[src/shared/wdt_pkg.sv]
// Purpose: Constants for the windowed watchdog block.
// Assumes: 32-bit AXI4-Lite data, byte addresses.
// Notes: Rate codes map to divide exponents.
package wdt_pkg;
  localparam logic [7:0] WDT_SERVICE_OFFS = 8'h17;
  localparam logic [7:0] WDT_CONTROL_OFFS = 8'h16;
  localparam int WDT_SERVICE_IDX = 'h17;
  localparam int WDT_CONTROL_IDX = 'h16;
  localparam logic [7:0] WDT_ADDR_SERVICE = 8'(WDT_SERVICE_IDX * 4);
  localparam logic [7:0] WDT_ADDR_CONTROL = 8'(WDT_CONTROL_IDX * 4);
  localparam logic [7:0] WDT_ADDR_STATUS = 8'h60;
  localparam logic [7:0] WDT_ADDR_MASK = 8'h64;
  localparam logic [7:0] WDT_ADDR_MODE = 8'h68;
  localparam int CTL_RATE_LSB = 0;
  localparam int CTL_RESET_DISABLE = 3;
  localparam int CTL_WINDOWED = 4;
  localparam int CTL_FORCE = 5;
  localparam int CTL_CLKMON_EN = 7;
  localparam logic [7:0] CTL_RESET_NORMAL = 8'h07;
  localparam logic [7:0] CTL_RESET_SPECIAL = 8'h0f;
  localparam logic [7:0] KEY_ARM = 8'h55;
  localparam logic [7:0] KEY_RESTART = 8'haa;
  localparam int PRESCALE_BITS = 13;
  localparam int ST_TIMEOUT = 0;
  localparam int ST_BADKEY = 1;
  localparam int ST_EARLY = 2;
  localparam int ST_FORCED = 3;
  localparam int ST_SERVICED = 4;
  localparam logic [1:0] AXI_OKAY = 2'b00;
  localparam logic [1:0] AXI_SLVERR = 2'b10;
endpackage

[src/design/wdt_core.sv]
// Purpose: Windowed watchdog with AXI4-Lite registers.
// Assumes: osc_tick_in is a same-clock pulse per osc_derived_clock cycle.
// Notes: Single clock; reset requests are one-cycle pulses.
`timescale 1ns/1ns
`default_nettype none
module wdt_core
  import wdt_pkg::*;
(
  input wire logic clk_in,
  input wire logic rstn_in,
  input wire logic osc_tick_in,
  input wire logic special_mode_in,
  input wire logic wait_mode_in,
  input wire logic stop_in_wait_in,
  input wire logic clkmon_fail_in,
  input wire logic [7:0] s_axi_awaddr_in,
  input wire logic s_axi_awvalid_in,
  output logic s_axi_awready_out,
  input wire logic [31:0] s_axi_wdata_in,
  input wire logic [3:0] s_axi_wstrb_in,
  input wire logic s_axi_wvalid_in,
  output logic s_axi_wready_out,
  output logic [1:0] s_axi_bresp_out,
  output logic s_axi_bvalid_out,
  input wire logic s_axi_bready_in,
  input wire logic [7:0] s_axi_araddr_in,
  input wire logic s_axi_arvalid_in,
  output logic s_axi_arready_out,
  output logic [31:0] s_axi_rdata_out,
  output logic [1:0] s_axi_rresp_out,
  output logic s_axi_rvalid_out,
  input wire logic s_axi_rready_in,
  output logic wdt_reset_out,
  output logic clkmon_reset_out,
  output logic irq_out
);
  logic [7:0] ctl_q;
  logic rate_wr_q, win_wr_q, special_q, strap_done_q;
  logic [PRESCALE_BITS-1:0] pre_q;
  logic [10:0] cnt_q;
  logic armed_q;
  logic [7:0] aw_q, ar_q;
  logic [31:0] wd_q;
  logic [3:0] wstrb_q;
  logic aw_v_q, w_v_q;
  logic [4:0] st_q, msk_q;
  logic wdt_rst_q, cm_rst_q;
  logic [31:0] rdata_q;
  logic bvalid_q, rvalid_q;
  logic [1:0] bresp_q, rresp_q;

  // Counter length in prescaler ticks per rate code
  function automatic logic [10:0] wdt_limit(input logic [2:0] r);
    unique case (r)
      3'h1: wdt_limit = 11'h001;
      3'h2: wdt_limit = 11'h004;
      3'h3: wdt_limit = 11'h010;
      3'h4: wdt_limit = 11'h040;
      3'h5: wdt_limit = 11'h100;
      3'h6: wdt_limit = 11'h200;
      3'h7: wdt_limit = 11'h400;
      default: wdt_limit = 11'h000;
    endcase
  endfunction

  logic [2:0] rate;
  logic enabled, pre_tick, run, wr_go, rd_go, svc_wr, ctl_wr;
  logic [7:0] wbyte, rd_addr;
  logic [10:0] lim;
  logic timeout, in_window, bad_key, early, force_on, wdt_fail, cm_fail;
  assign rate = ctl_q[CTL_RATE_LSB +: 3];
  assign enabled = (rate != 3'h0);
  assign lim = wdt_limit(rate);
  assign run = !(stop_in_wait_in && wait_mode_in);
  assign pre_tick = osc_tick_in && (pre_q == '1);
  assign wr_go = aw_v_q && w_v_q && !bvalid_q;
  assign rd_go = s_axi_arvalid_in && !rvalid_q;
  assign wbyte = wd_q[7:0];
  assign svc_wr = wr_go && aw_q == WDT_ADDR_SERVICE;
  assign rd_addr = {s_axi_araddr_in[7:2], 2'b00};
  assign ctl_wr = wr_go && aw_q == WDT_ADDR_CONTROL;
  // Time-out at full count; counter counts prescaler ticks of 2^13 osc cycles
  assign timeout = enabled && run && pre_tick && (cnt_q == lim - 11'h001);
  // Window is last quarter of count; at the fastest rate it is never open
  assign in_window = (cnt_q >= lim - (lim >> 2)) && (lim > 11'h001);
  assign bad_key = svc_wr && enabled && wbyte != KEY_ARM && wbyte != KEY_RESTART;
  assign early = svc_wr && enabled && ctl_q[CTL_WINDOWED] && !in_window && !bad_key;
  assign force_on = ctl_q[CTL_FORCE] && !ctl_q[CTL_RESET_DISABLE];
  assign wdt_fail = !ctl_q[CTL_RESET_DISABLE] && (timeout || bad_key || early || (force_on && enabled));
  // Monitor failure outranks watchdog when both are forced together
  assign cm_fail = !ctl_q[CTL_RESET_DISABLE] && ctl_q[CTL_CLKMON_EN]
                   && (clkmon_fail_in || force_on);

  // Mode strap caught after reset release
  always_ff @(posedge clk_in) begin
    if (!rstn_in) begin
      special_q <= 1'b0;
      strap_done_q <= 1'b0;
    end else if (!strap_done_q) begin
      special_q <= special_mode_in;
      strap_done_q <= 1'b1;
    end
  end

  // Shared prescaler is never cleared by service
  always_ff @(posedge clk_in) begin
    if (!rstn_in) pre_q <= '0;
    else if (osc_tick_in && run) pre_q <= pre_q + 1'b1;
  end

  // Watchdog counter and key sequence
  always_ff @(posedge clk_in) begin
    if (!rstn_in) begin
      cnt_q <= '0;
      armed_q <= 1'b0;
    end else if (wdt_fail || cm_fail || !enabled) begin
      cnt_q <= '0;
      armed_q <= 1'b0;
    end else begin
      if (run && pre_tick) cnt_q <= cnt_q + 11'h001;
      if (svc_wr && wbyte == KEY_ARM) armed_q <= 1'b1;
      else if (svc_wr && wbyte == KEY_RESTART) begin
        if (armed_q) cnt_q <= '0;
        armed_q <= 1'b0;
      end
    end
  end

  // One-cycle reset requests
  always_ff @(posedge clk_in) begin
    if (!rstn_in) begin
      wdt_rst_q <= 1'b0;
      cm_rst_q <= 1'b0;
    end else begin
      wdt_rst_q <= wdt_fail && !cm_fail && !wdt_rst_q && !cm_rst_q;
      cm_rst_q <= cm_fail && !wdt_rst_q && !cm_rst_q;
    end
  end
  assign wdt_reset_out = wdt_rst_q;
  assign clkmon_reset_out = cm_rst_q;

  // Control register with write-once and special-only fields
  always_ff @(posedge clk_in) begin
    if (!rstn_in) begin
      ctl_q <= CTL_RESET_NORMAL;
      rate_wr_q <= 1'b0;
      win_wr_q <= 1'b0;
    end else if (!strap_done_q) begin
      ctl_q <= special_mode_in ? CTL_RESET_SPECIAL : CTL_RESET_NORMAL;
    end else if (ctl_wr && wstrb_q[0]) begin
      ctl_q[CTL_CLKMON_EN] <= wbyte[CTL_CLKMON_EN];
      if (special_q || !rate_wr_q) begin
        ctl_q[CTL_RATE_LSB +: 3] <= wbyte[CTL_RATE_LSB +: 3];
        rate_wr_q <= 1'b1;
      end
      if (special_q || !win_wr_q) begin
        ctl_q[CTL_WINDOWED] <= wbyte[CTL_WINDOWED];
        win_wr_q <= 1'b1;
      end
      if (special_q) begin
        ctl_q[CTL_FORCE] <= wbyte[CTL_FORCE];
        ctl_q[CTL_RESET_DISABLE] <= wbyte[CTL_RESET_DISABLE];
      end
    end
  end

  // Event status and mask
  logic [4:0] ev;
  assign ev = {svc_wr && wbyte == KEY_RESTART && armed_q, force_on && (enabled || ctl_q[CTL_CLKMON_EN]),
               early, bad_key, timeout};
  always_ff @(posedge clk_in) begin
    if (!rstn_in) st_q <= '0;
    else if (rd_go && rd_addr == WDT_ADDR_STATUS) st_q <= ev;
    else st_q <= st_q | ev;
  end
  always_ff @(posedge clk_in) begin
    if (!rstn_in) msk_q <= '0;
    else if (wr_go && aw_q == WDT_ADDR_MASK && wstrb_q[0]) msk_q <= wbyte[4:0];
  end
  assign irq_out = |(st_q & msk_q);

  // AXI4-Lite write capture
  always_ff @(posedge clk_in) begin
    if (!rstn_in) begin
      aw_v_q <= 1'b0;
      w_v_q <= 1'b0;
      aw_q <= '0;
      wd_q <= '0;
      wstrb_q <= '0;
    end else if (wr_go) begin
      aw_v_q <= 1'b0;
      w_v_q <= 1'b0;
    end else begin
      if (s_axi_awvalid_in && s_axi_awready_out) begin
        aw_v_q <= 1'b1;
        aw_q <= {s_axi_awaddr_in[7:2], 2'b00};
      end
      if (s_axi_wvalid_in && s_axi_wready_out) begin
        w_v_q <= 1'b1;
        wd_q <= s_axi_wdata_in;
        wstrb_q <= s_axi_wstrb_in;
      end
    end
  end
  assign s_axi_awready_out = !aw_v_q && !bvalid_q;
  assign s_axi_wready_out = !w_v_q && !bvalid_q;

  always_ff @(posedge clk_in) begin
    if (!rstn_in) begin
      bvalid_q <= 1'b0;
      bresp_q <= AXI_OKAY;
    end else if (wr_go) begin
      bvalid_q <= 1'b1;
      bresp_q <= (aw_q == WDT_ADDR_SERVICE || aw_q == WDT_ADDR_CONTROL || aw_q == WDT_ADDR_MASK
                  || aw_q == WDT_ADDR_STATUS || aw_q == WDT_ADDR_MODE) ? AXI_OKAY : AXI_SLVERR;
    end else if (s_axi_bready_in) bvalid_q <= 1'b0;
  end
  assign s_axi_bvalid_out = bvalid_q;
  assign s_axi_bresp_out = bresp_q;

  // AXI4-Lite read
  always_ff @(posedge clk_in) begin
    if (!rstn_in) begin
      rvalid_q <= 1'b0;
      rdata_q <= '0;
      rresp_q <= AXI_OKAY;
      ar_q <= '0;
    end else if (rd_go) begin
      rvalid_q <= 1'b1;
      ar_q <= s_axi_araddr_in;
      rresp_q <= AXI_OKAY;
      unique case (rd_addr)
        WDT_ADDR_SERVICE: rdata_q <= 32'h0000_0000;
        WDT_ADDR_CONTROL: rdata_q <= {24'h0, ctl_q};
        WDT_ADDR_STATUS: rdata_q <= {27'h0, st_q};
        WDT_ADDR_MASK: rdata_q <= {27'h0, msk_q};
        WDT_ADDR_MODE: rdata_q <= {29'h0, armed_q, wait_mode_in && stop_in_wait_in, special_q};
        default: begin
          rdata_q <= 32'h0000_0000;
          rresp_q <= AXI_SLVERR;
        end
      endcase
    end else if (s_axi_rready_in) rvalid_q <= 1'b0;
  end
  assign s_axi_arready_out = !rvalid_q;
  assign s_axi_rvalid_out = rvalid_q;
  assign s_axi_rdata_out = rdata_q;
  assign s_axi_rresp_out = rresp_q;
endmodule
`default_nettype wire

[config.mk]
export PLATFORM = sky130hd
export DESIGN_NAME = wdt_core
export DESIGN_NICKNAME = d
export VERILOG_FILES = /design/src/shared/wdt_pkg.sv /design/src/design/wdt_core.sv
export SDC_FILE = /design/constraint.sdc
export NUM_CORES = 1
export LEC_CHECK = 0
export BUFFER_PORTS_ARGS = -buffer_cell sky130_fd_sc_hd__buf_2
export CORE_MARGIN = 1
export CORE_UTILIZATION = 35
export CTS_BUF_LIST = sky130_fd_sc_hd__clkbuf_2 sky130_fd_sc_hd__clkbuf_4 sky130_fd_sc_hd__clkbuf_8
export DETAILED_ROUTE_END_ITERATION = 16
export GPL_ROUTABILITY_DRIVEN = 0
export PLACE_DENSITY_LB_ADDON = 0.12
export SYNTH_ARGS = -nofsm -noshare
export SYNTH_HDL_FRONTEND = slang
export SYNTH_SLANG_ARGS = --single-unit
export TNS_END_PERCENT = 1
[constraint.sdc]
create_clock -name clk_in -period 4.2 [get_ports clk_in]
set_clock_uncertainty 0.15 [all_clocks]
set_input_delay 0.42 -clock clk_in [delete_from_list [all_inputs] [get_ports clk_in]]
set_output_delay 0.42 -clock clk_in [all_outputs]
set_load 0.1 [all_outputs]
* Word level (Yosys, flattened, before mapping)
Index checks and enable logic that the tools add are counted.
Operators by class: add/subtract/negate cells 4, magnitude comparators 2, eq/ne operators 27, muxes and demuxes 25, bitwise gates (word level) 4, reductions and logical operators 83
Operators by type and width (count):
- 11-bit case mux with 7 select lines | 1
- 6-bit by 5-bit equality test with 1-bit output (second input constant) | 10
- 11-bit two-way mux | 4
- 1-bit logical AND | 41
- 8-bit case mux with 4 select lines | 1
- 1-bit logical NOT | 14
- 13-bit by 1-bit adder with 13-bit output (second input constant) | 1
- 13-bit equality test (second input constant) | 1
- 1-bit logical OR | 13
- 3-bit equality test (second input constant) | 4
- 1-bit two-way mux | 12
- 6-bit two-way mux | 2
- 11-bit by 1-bit adder with 11-bit output (second input constant) | 1
- 11-bit equality test | 1
- 11-bit >= comparator | 1
- 11-bit by 1-bit greater-than comparator with 1-bit output (second input constant) | 1
- 11-bit by 1-bit subtractor with 11-bit output (second input constant) | 1
- 11-bit by 9-bit subtractor with 11-bit output | 1
- 2-bit AND reduction | 5
- 5-bit OR reduction | 2
- 8-bit by 7-bit equality test with 1-bit output (second input constant) | 1
- 8-bit equality test (second input constant) | 1
- 8-bit by 7-bit != test with 1-bit output (second input constant) | 1
- 8-bit != test (second input constant) | 1
- other kinds (15) | 24
Word-level totals: bits in registers 104, input port bits 64, output and inout bits 44, logic and storage cells 171

* Longest topological paths before layout
Gate-level depths: netlist (run 1).
word-level depth 14, gate-level depth with buffers 20, mapped depth without buffers 18

* Least setup slack after synthesis (run 1)
No wires, ideal clock.
kind reg-to-reg, start register ctl_q[2], end register cnt_q[0], setup time 123 ps, arrival 3649 ps, data required time 3927 ps, slack 278 ps, stages on the path, launching flop included 20, buffers on the path 2, clock period less this slack 3922 ps, path through dfxtp_1 buf_4 or3_1 inv_1 ha_1 inv_1 fa_1 a21oi_1 nor2_1 nor2_1 nand3_1 o21ai_0 ha_1 a21oi_1 nor2_1 a211oi_1 o2111ai_1 o311ai_1 buf_2 nor3_2
On the way: cells in the longest elaborated chain, start to end 14, elaborated cells between the ends (all ways) 35, those cells by class add/sub: 2; order compare: 2; eq/ne: 8; mux: 1; reduce/logical: 22
Ends and longest elaborated chain:
- from (decl) | line wdt_core.sv:37 | logic [7:0] ctl_q;
- from (signal assigned) | line wdt_core.sv:149 | ctl_q <= special_mode_in ? CTL_RESET_SPECIAL : CTL_RESET_NORMAL;
- from (signal, indexed assignment) | line wdt_core.sv:151 | ctl_q[CTL_CLKMON_EN] <= wbyte[CTL_CLKMON_EN];
- from (signal, indexed assignment) | line wdt_core.sv:153 | ctl_q[CTL_RATE_LSB +: 3] <= wbyte[CTL_RATE_LSB +: 3];
- 3-bit equality test (tied with other cells) | line wdt_core.sv:54 | unique case (r)
- 11-bit case mux with 7 select lines | line wdt_core.sv:54
- 11-bit by 9-bit subtractor with 11-bit output | line wdt_core.sv:85 | assign in_window = (cnt_q >= lim - (lim >> 2)) && (lim > 11'h001);
- 11-bit >= comparator | line wdt_core.sv:85
- 1-bit logical AND | line wdt_core.sv:85
- 1-bit logical NOT | line wdt_core.sv:87 | assign early = svc_wr && enabled && ctl_q[CTL_WINDOWED] && !in_window && !bad_key;
- 1-bit logical AND (2 in a row) | line wdt_core.sv:87
- 1-bit logical OR (2 in a row) | line wdt_core.sv:89 | assign wdt_fail = !ctl_q[CTL_RESET_DISABLE] && (timeout || bad_key || early || (force_on && enabled));
- 1-bit logical AND | line wdt_core.sv:89
- 1-bit logical OR | line wdt_core.sv:116 | end else if (wdt_fail || cm_fail || !enabled) begin
- 1-bit logical OR (*) | line wdt_core.sv:116
- 2-bit OR reduction (no line) (*)
- to (signal assigned) | line wdt_core.sv:120 | if (run && pre_tick) cnt_q <= cnt_q + 11'h001;
- to (decl) | line wdt_core.sv:40 | logic [10:0] cnt_q;
Every way passes the cells marked *; elsewhere a longest branch is shown, timed or not. A chain may end at the register's enable or synchronous reset.

* Worst setup path in the final report (run 1)
start register ctl_q[1], end register cnt_q[2]
Same word-level chain as after synthesis.

==> results of run 1 <==
## how the worst min path moves through the flow
| stage | end | cells past startpoint |
|---|---|---|
| floorplan | rate_wr_q | 2 |
| global placement | rate_wr_q | 2 |
| detailed placement | s_axi_rdata_out[7] | 2 |
| CTS | s_axi_rvalid_out | 2 |
| global route | s_axi_rvalid_out | 2 |
| finish | s_axi_rvalid_out | 2 |
## per-layer routing
layer  track usage [%]  wire [um]
met1             23.23       5164
met2             26.63       4602
met3             3.005        366
met4             5.628        136
met5                 0          0
## power by group through the flow
stage	logic, uW	clock network [uW]	registers [uW]
6_report	245	587	761
5_1_grt	260	638	765
4_1_cts	245	604	761
3_5_place_dp	244	0	778
3_3_place_gp	243	0	778
2_1_floorplan	213	0	788
## through the flow
step	cell area (sq um)	hold WS (ns)	utilization, %	setup TNS (ns)	total power, uW
floorplan	4558	0.2823	-	0	1001
global placement	4760	0.3003	38.98	0	1021
detailed placement	4760	0.3075	38.98	0	1022
CTS	4971	0.09183	40.71	0	1610
global route	5007	0.1017	41.00	-0.003951	1663
finish	5007	0.1045	41.00	0	1594
## worst max-delay path: cells and delay by family (launching register included)
| kind | cells | cell delay [ns] |
|---|---|---|
| simple gates | 6 | 0.79 |
| compound gates | 6 | 1.05 |
| flops | 1 | 0.35 |
| buf+inv | 5 | 0.62 |
| fa+ha+maj | 3 | 0.86 |
## what timing repair did
| item | CTS | global route |
|---|---|---|
| gates resized for setup | 0 | 7 |
| setup endpoints to repair | 0 | 13 |
| buffers inserted | 0 | 1 |
## sequential cells by signal, summed over array words and instances, names as in the netlist, 5 cells and up
name	cells
aw_q	6
cnt_q	11
ctl_q	7
msk_q	5
pre_q	13
s_axi_rdata_out	7
st_q	5
wd_q	8
## synthesized netlist by cell type, drive strengths merged (11+ instances only)
library cell  count  area share [%]
buf              34             5.9
xnor2            17             3.3
inv              16             1.3
nor3             21             3.6
mux2i            14             3.1
clkbuf           11            0.93
nand3            17             1.9
nand2            55             4.6
ha               23             6.5
nor2             66             5.6
xor2             14             2.7
a21oi            38             4.3
dfxtp            76              34
o21ai            19             2.2
## kinds of logic (layout without fill, tap and decap cells)
logic type | after synthesis | after routing | synth area share, %
compound gates | 92 | 92 | 13.13
fa+ha+maj | 24 | 24 | 6.901
simple gates | 220 | 220 | 27.24
other cells | 1 | 27 | 0.08407
flops | 76 | 76 | 34.11
buf+inv | 62 | 90 | 8.303
mux | 16 | 16 | 3.646
xor+xnor | 32 | 32 | 6.592
## cells in the final DEF, fill, tap and decap left out, types with 10 or more instances in the layout
cell type,n
mux2i_1,14
clkbuf_8,11
inv_1,13
nor3_2,11
dfxtp_1,76
nor3_1,10
nor2_1,64
o21ai_0,14
xor2_1,14
conb_1,27
a21oi_1,37
xnor2_1,17
ha_1,23
buf_2,50
nand3_1,17
nand2_1,55
## cell type report
| type | count | area [sq um] | share of cell area [%] |
|---|---|---|---|
| Clock inverter | 3 | 45.04 | 0.8996 |
| Timing Repair Buffer | 57 | 306.5 | 6.122 |
| Multi-Input combinational cell | 411 | 2694 | 53.80 |
| Tap cell | 168 | 210.2 | 4.198 |
| Inverter | 17 | 63.81 | 1.274 |
| Clock buffer | 13 | 166.4 | 3.323 |
| Sequential cell | 76 | 1521 | 30.38 |
==> flow_summary.json, run 1 <==
{
  "num_vias": 3677,
  "critical-path-max-stage-delay_ns": 0.40,
  "wirelength_um": 10270,
  "min-delay-start": "s_axi_rready_in",
  "cp-end-kind": "flop",
  "ios": 108,
  "worstPathArrival_ns": 4.04,
  "numCtsBuffers": 9,
  "path_class": "reg2reg",
  "drive_gt1_share_pct": 18.72,
  "antenna_cells": 0,
  "syn_area_sq_mm": 0.004461,
  "place_ws_ns": 0.06967,
  "r2r_cells": 20,
  "first_iter_violations": 135,
  "cts.sinks": 76,
  "grt_use_total_pct": 16.88,
  "r2r-end": "cnt_q[2]",
  "fp.dieW_um": 114.9,
  "pwr-share-comb_pct": 15.4,
  "critPathLaunch": "ctl_q[1]",
  "syn_avg_cell_area_sq_um": 8.529,
  "placedCellCount": 727,
  "clkPwrFrac_pct": 36.8,
  "wire_per_inst_um": 13.78,
  "ant_nets": 0,
  "drtPass1Iterations": 6,
  "ys_ff_latch": 76,
  "clk_pin_slew_ns": 0.08,
  "cts.path.max_buffers": 2,
  "critPathSlowestCell": "fa_2",
  "peakVddDrop_mv": 0.1953,
  "hpwl_um": 7597,
  "vias_per_cell": 4.936,
  "post-route-period-util_pct": 94.03,
  "synthArstFlopShare_pct": 0,
  "overflow": 0,
  "synth_cell_types": 67,
  "setup.worst_path.end": "cnt_q[2]",
  "drc": 0,
  "p_int_uw": 1103,
  "cellLeakagePower_uw": 0.001999,
  "synth_cells": 523,
  "r2r_slack_ns": 0.25,
  "synth_warnings": 0,
  "hp-class": "in2reg",
  "drv_slew": 0,
  "synth_edf_count": 0,
  "crit_required_ns": 4.29,
  "maxSlewHeadroom_pct": 48.44,
  "max_freq_mhz": 253.2,
  "status": "complete, no violations",
  "die_area_sq_mm": 0.01320,
  "nets": 660,
  "worst_pin_slew_ns": 0.7663,
  "cts-root-buf": "clkbuf_8",
  "cp_max_fo": 5,
  "fin_ws_ns": 0.2508,
  "die_h_um": 114.9,
  "maxCapViolCount": 0,
  "ys.flop_type": "dfxtp_1",
  "p_per_area_mw_per_mm2": 318.3,
  "ctsHoldBuffers": 0,
  "io_buffer_count": 49,
  "switchingPower_uw": 490.2,
  "power_frac_seq_pct": 47.8,
  "cts_tree": "built",
  "grt_pass1_wl_um": 17460,
  "area_growth_pct": 12.26,
  "grt_pass1_vias": 3499,
  "setup_viol": 0,
  "fin_cells": 745,
  "num_rows": 40,
  "reg2reg_from": "ctl_q[1]",
  "clock_latency_ns": 0.35,
  "finalCriticalPeriod_ns": 3.949,
  "hold_violations": 0,
  "p_sw_share_pct": 30.76,
  "startpoint_type": "flop",
  "grt_max_degree": 53,
  "htree_levels": 3,
  "core_area_sq_mm": 0.01221,
  "initial_core_util_pct": 36.53,
  "antenna_found_initial": 0,
  "fillers": 1277,
  "ys_seq_area_share_pct": 34.11,
  "path_cells": "inv_2 > or3_1 > inv_2 > ha_1 > inv_1 > fa_2 > a21oi_2 > nor2_1 > nor2_2 > nand3_1 > o21ai_0 > ha_1 > a21oi_1 > nor2_1 > a211oi_2 > o2111ai_2 > o311ai_2 > buf_4 > buf_2 > nor3_2"
}
Power figures use the tool's default switching activity.
==> run 2, diff against run 1 <==
--- a/config.mk
+++ b/config.mk
@@ -8,7 +8,7 @@
 export BUFFER_PORTS_ARGS = -buffer_cell sky130_fd_sc_hd__buf_2
 export CORE_MARGIN = 1
 export CORE_UTILIZATION = 35
-export CTS_BUF_LIST = sky130_fd_sc_hd__clkbuf_2 sky130_fd_sc_hd__clkbuf_4 sky130_fd_sc_hd__clkbuf_8
+export CTS_BUF_LIST = sky130_fd_sc_hd__clkbuf_16
 export DETAILED_ROUTE_END_ITERATION = 16
 export GPL_ROUTABILITY_DRIVEN = 0
 export PLACE_DENSITY_LB_ADDON = 0.12
==> constraint.sdc (replaced) <==
create_clock -name clk_in -period 4.13 [get_ports clk_in]
set_clock_uncertainty 0.15 [all_clocks]
set_input_delay 0.413 -clock clk_in [delete_from_list [all_inputs] [get_ports clk_in]]
set_output_delay 0.413 -clock clk_in [all_outputs]
set_load 0.1 [all_outputs]
==> run 2 against run 1 <==
  * First-iteration DRC count up 33%
  * Cell area grew 1.6%
  * Routed wire length increased by 2.8%
  * Critical endpoint is now cnt_q[0]
  * Highest routed layer unchanged
==> flow_summary.json, run 2 (synthesis gave the netlist of run 1 again) <==
{
  "cts.path.max_buffers": 2,
  "placed_area_sq_mm": 0.004760,
  "r2r_slack_ns": 0.23,
  "grt_pass1_wl_um": 17260,
  "crit_required_ns": 4.20,
  "overflow": 0,
  "cts-root-buf": "clkbuf_16",
  "grtUsageMet2_pct": 26.35,
  "num_vias": 3707,
  "cts_tree": "built",
  "worstPathArrival_ns": 3.97,
  "final_util_pct": 41.65,
  "numCtsBuffers": 9,
  "die_h_um": 114.9,
  "largest_register": "pre_q",
  "ant_nets": 0,
  "grt.busiest_layer": "met2",
  "cellLeakagePower_uw": 0.002051,
  "num_rows": 40,
  "ios": 108,
  "r2r_cells": 20,
  "peakVddDrop_mv": 0.1602,
  "cp_max_fo": 5,
  "startpoint_type": "flop",
  "min-delay-start": "s_axi_rready_in",
  "use_met3_pct": 3.110,
  "use_met1_pct": 22.75,
  "wire_per_inst_um": 14.16,
  "drc": 0,
  "drtPass1Iterations": 6,
  "largest_reg_flops": 13,
  "r2r-end": "cnt_q[0]",
  "hpwl_um": 7683,
  "grt_max_degree": 53,
  "io_buffer_count": 49,
  "worstHoldPathCells": 2,
  "htree_levels": 3,
  "antenna_cells": 0,
  "worstHoldEndpoint": "s_axi_rvalid_out",
  "drv_slew": 0,
  "maxCapViolCount": 0,
  "vias_per_cell": 4.976,
  "fp.dieW_um": 114.9,
  "grt_pass1_vias": 3405,
  "setup_viol": 0,
  "clock_latency_ns": 0.33,
  "area_growth_pct": 14.03,
  "path_class": "reg2reg",
  "p_total_uw": 1763,
  "worst_pin_slew_ns": 0.8219,
  "status": "complete, no violations",
  "cp-end-kind": "flop",
  "initial_core_util_pct": 36.53,
  "first_iter_violations": 179,
  "cts.sinks": 76,
  "die_area_sq_mm": 0.01320,
  "core_area_sq_mm": 0.01221,
  "drive_gt1_share_pct": 18.20,
  "final_common_cell": "dfxtp_1",
  "nets": 661,
  "hold_violations": 0,
  "biggestRegsByFlops": "pre_q x13, cnt_q x11, wd_q x8",
  "ctsHoldBuffers": 0,
  "holdWs_ns": 0.1157,
  "p_per_area_mw_per_mm2": 346.7,
  "final_cell_mix": "dfxtp_1, nor2_1, nand2_1",
  "grt_use_total_pct": 16.74,
  "max_freq_mhz": 256.3,
  "hp-class": "in2reg",
  "clk_pin_slew_ns": 0.06,
  "wirelength_um": 10550,
  "reg2reg_from": "ctl_q[1]",
  "post-route-period-util_pct": 94.48,
  "maxSlewHeadroom_pct": 44.70,
  "finalCriticalPeriod_ns": 3.902,
  "fin_area_sq_mm": 0.005086,
  "antenna_found_initial": 0
}
[run 2: layout make-up]
type / instances / area, sq um
Timing Repair Buffer: 58 / 316.6
Clock inverter: 6 / 50.05
Multi-Input combinational cell: 411 / 2699
Sequential cell: 76 / 1521
Tap cell: 168 / 210.2
Inverter: 17 / 63.81
Fill cell: 1260 / 7126
Clock buffer: 9 / 225.2
[run 2: metal layers]
layer,vias to the layer above,part of all wire (%)
li1,1884,-
met1,1720,50
met2,91,45
met3,12,4.2
met4,0,1.5
met5,-,0
[run 2: what timing repair did]
action	in CTS	in global routing
endpoints found under the setup margin	0	13
buffers inserted	0	2
gates resized for setup	0	9
[run 2: metrics by stage]
stage               setup slack (ns)  instances  TNS [ns]
floorplan                     0.2084        549         0
global placement             0.08073        727         0
detailed placement           0.05764        727         0
CTS                          0.02437        742         0
global route                -0.02563        745   -0.1213
finish                        0.2280        745         0
[run 2: worst max path at each step]
stage	startpoint	end	slack, ns	cells past startpoint
global placement	ctl_q[1]	cnt_q[10]	0.08	19
global route	ctl_q[1]	cnt_q[4]	-0.03	20
floorplan	ctl_q[2]	cnt_q[0]	0.21	19
detailed placement	ctl_q[1]	cnt_q[10]	0.06	19
CTS	ctl_q[1]	cnt_q[10]	0.02	19
finish	ctl_q[1]	cnt_q[0]	0.23	20
[run 2: worst max-delay path, stage by stage, from the launching register on]
cell and delay, ns:
dfxtp_1 0.34, inv_2 0.06, or3_1 0.38, inv_2 0.11
ha_1 0.20, inv_1 0.09, fa_2 0.40, a21oi_2 0.16
nor2_1 0.06, nor2_2 0.14, nand3_1 0.08, o21ai_0 0.10
ha_1 0.28, a21oi_1 0.15, nor2_1 0.07, a211oi_2 0.16
o2111ai_2 0.17, o311ai_2 0.29, buf_4 0.17, clkbuf_4 0.18
nor3_2 0.05
[run 2: power by group]
part	switching, uW	total (uW)	internal, uW
combinational	205	250	44.9
sequential	23.5	776	753
clock	282	737	454
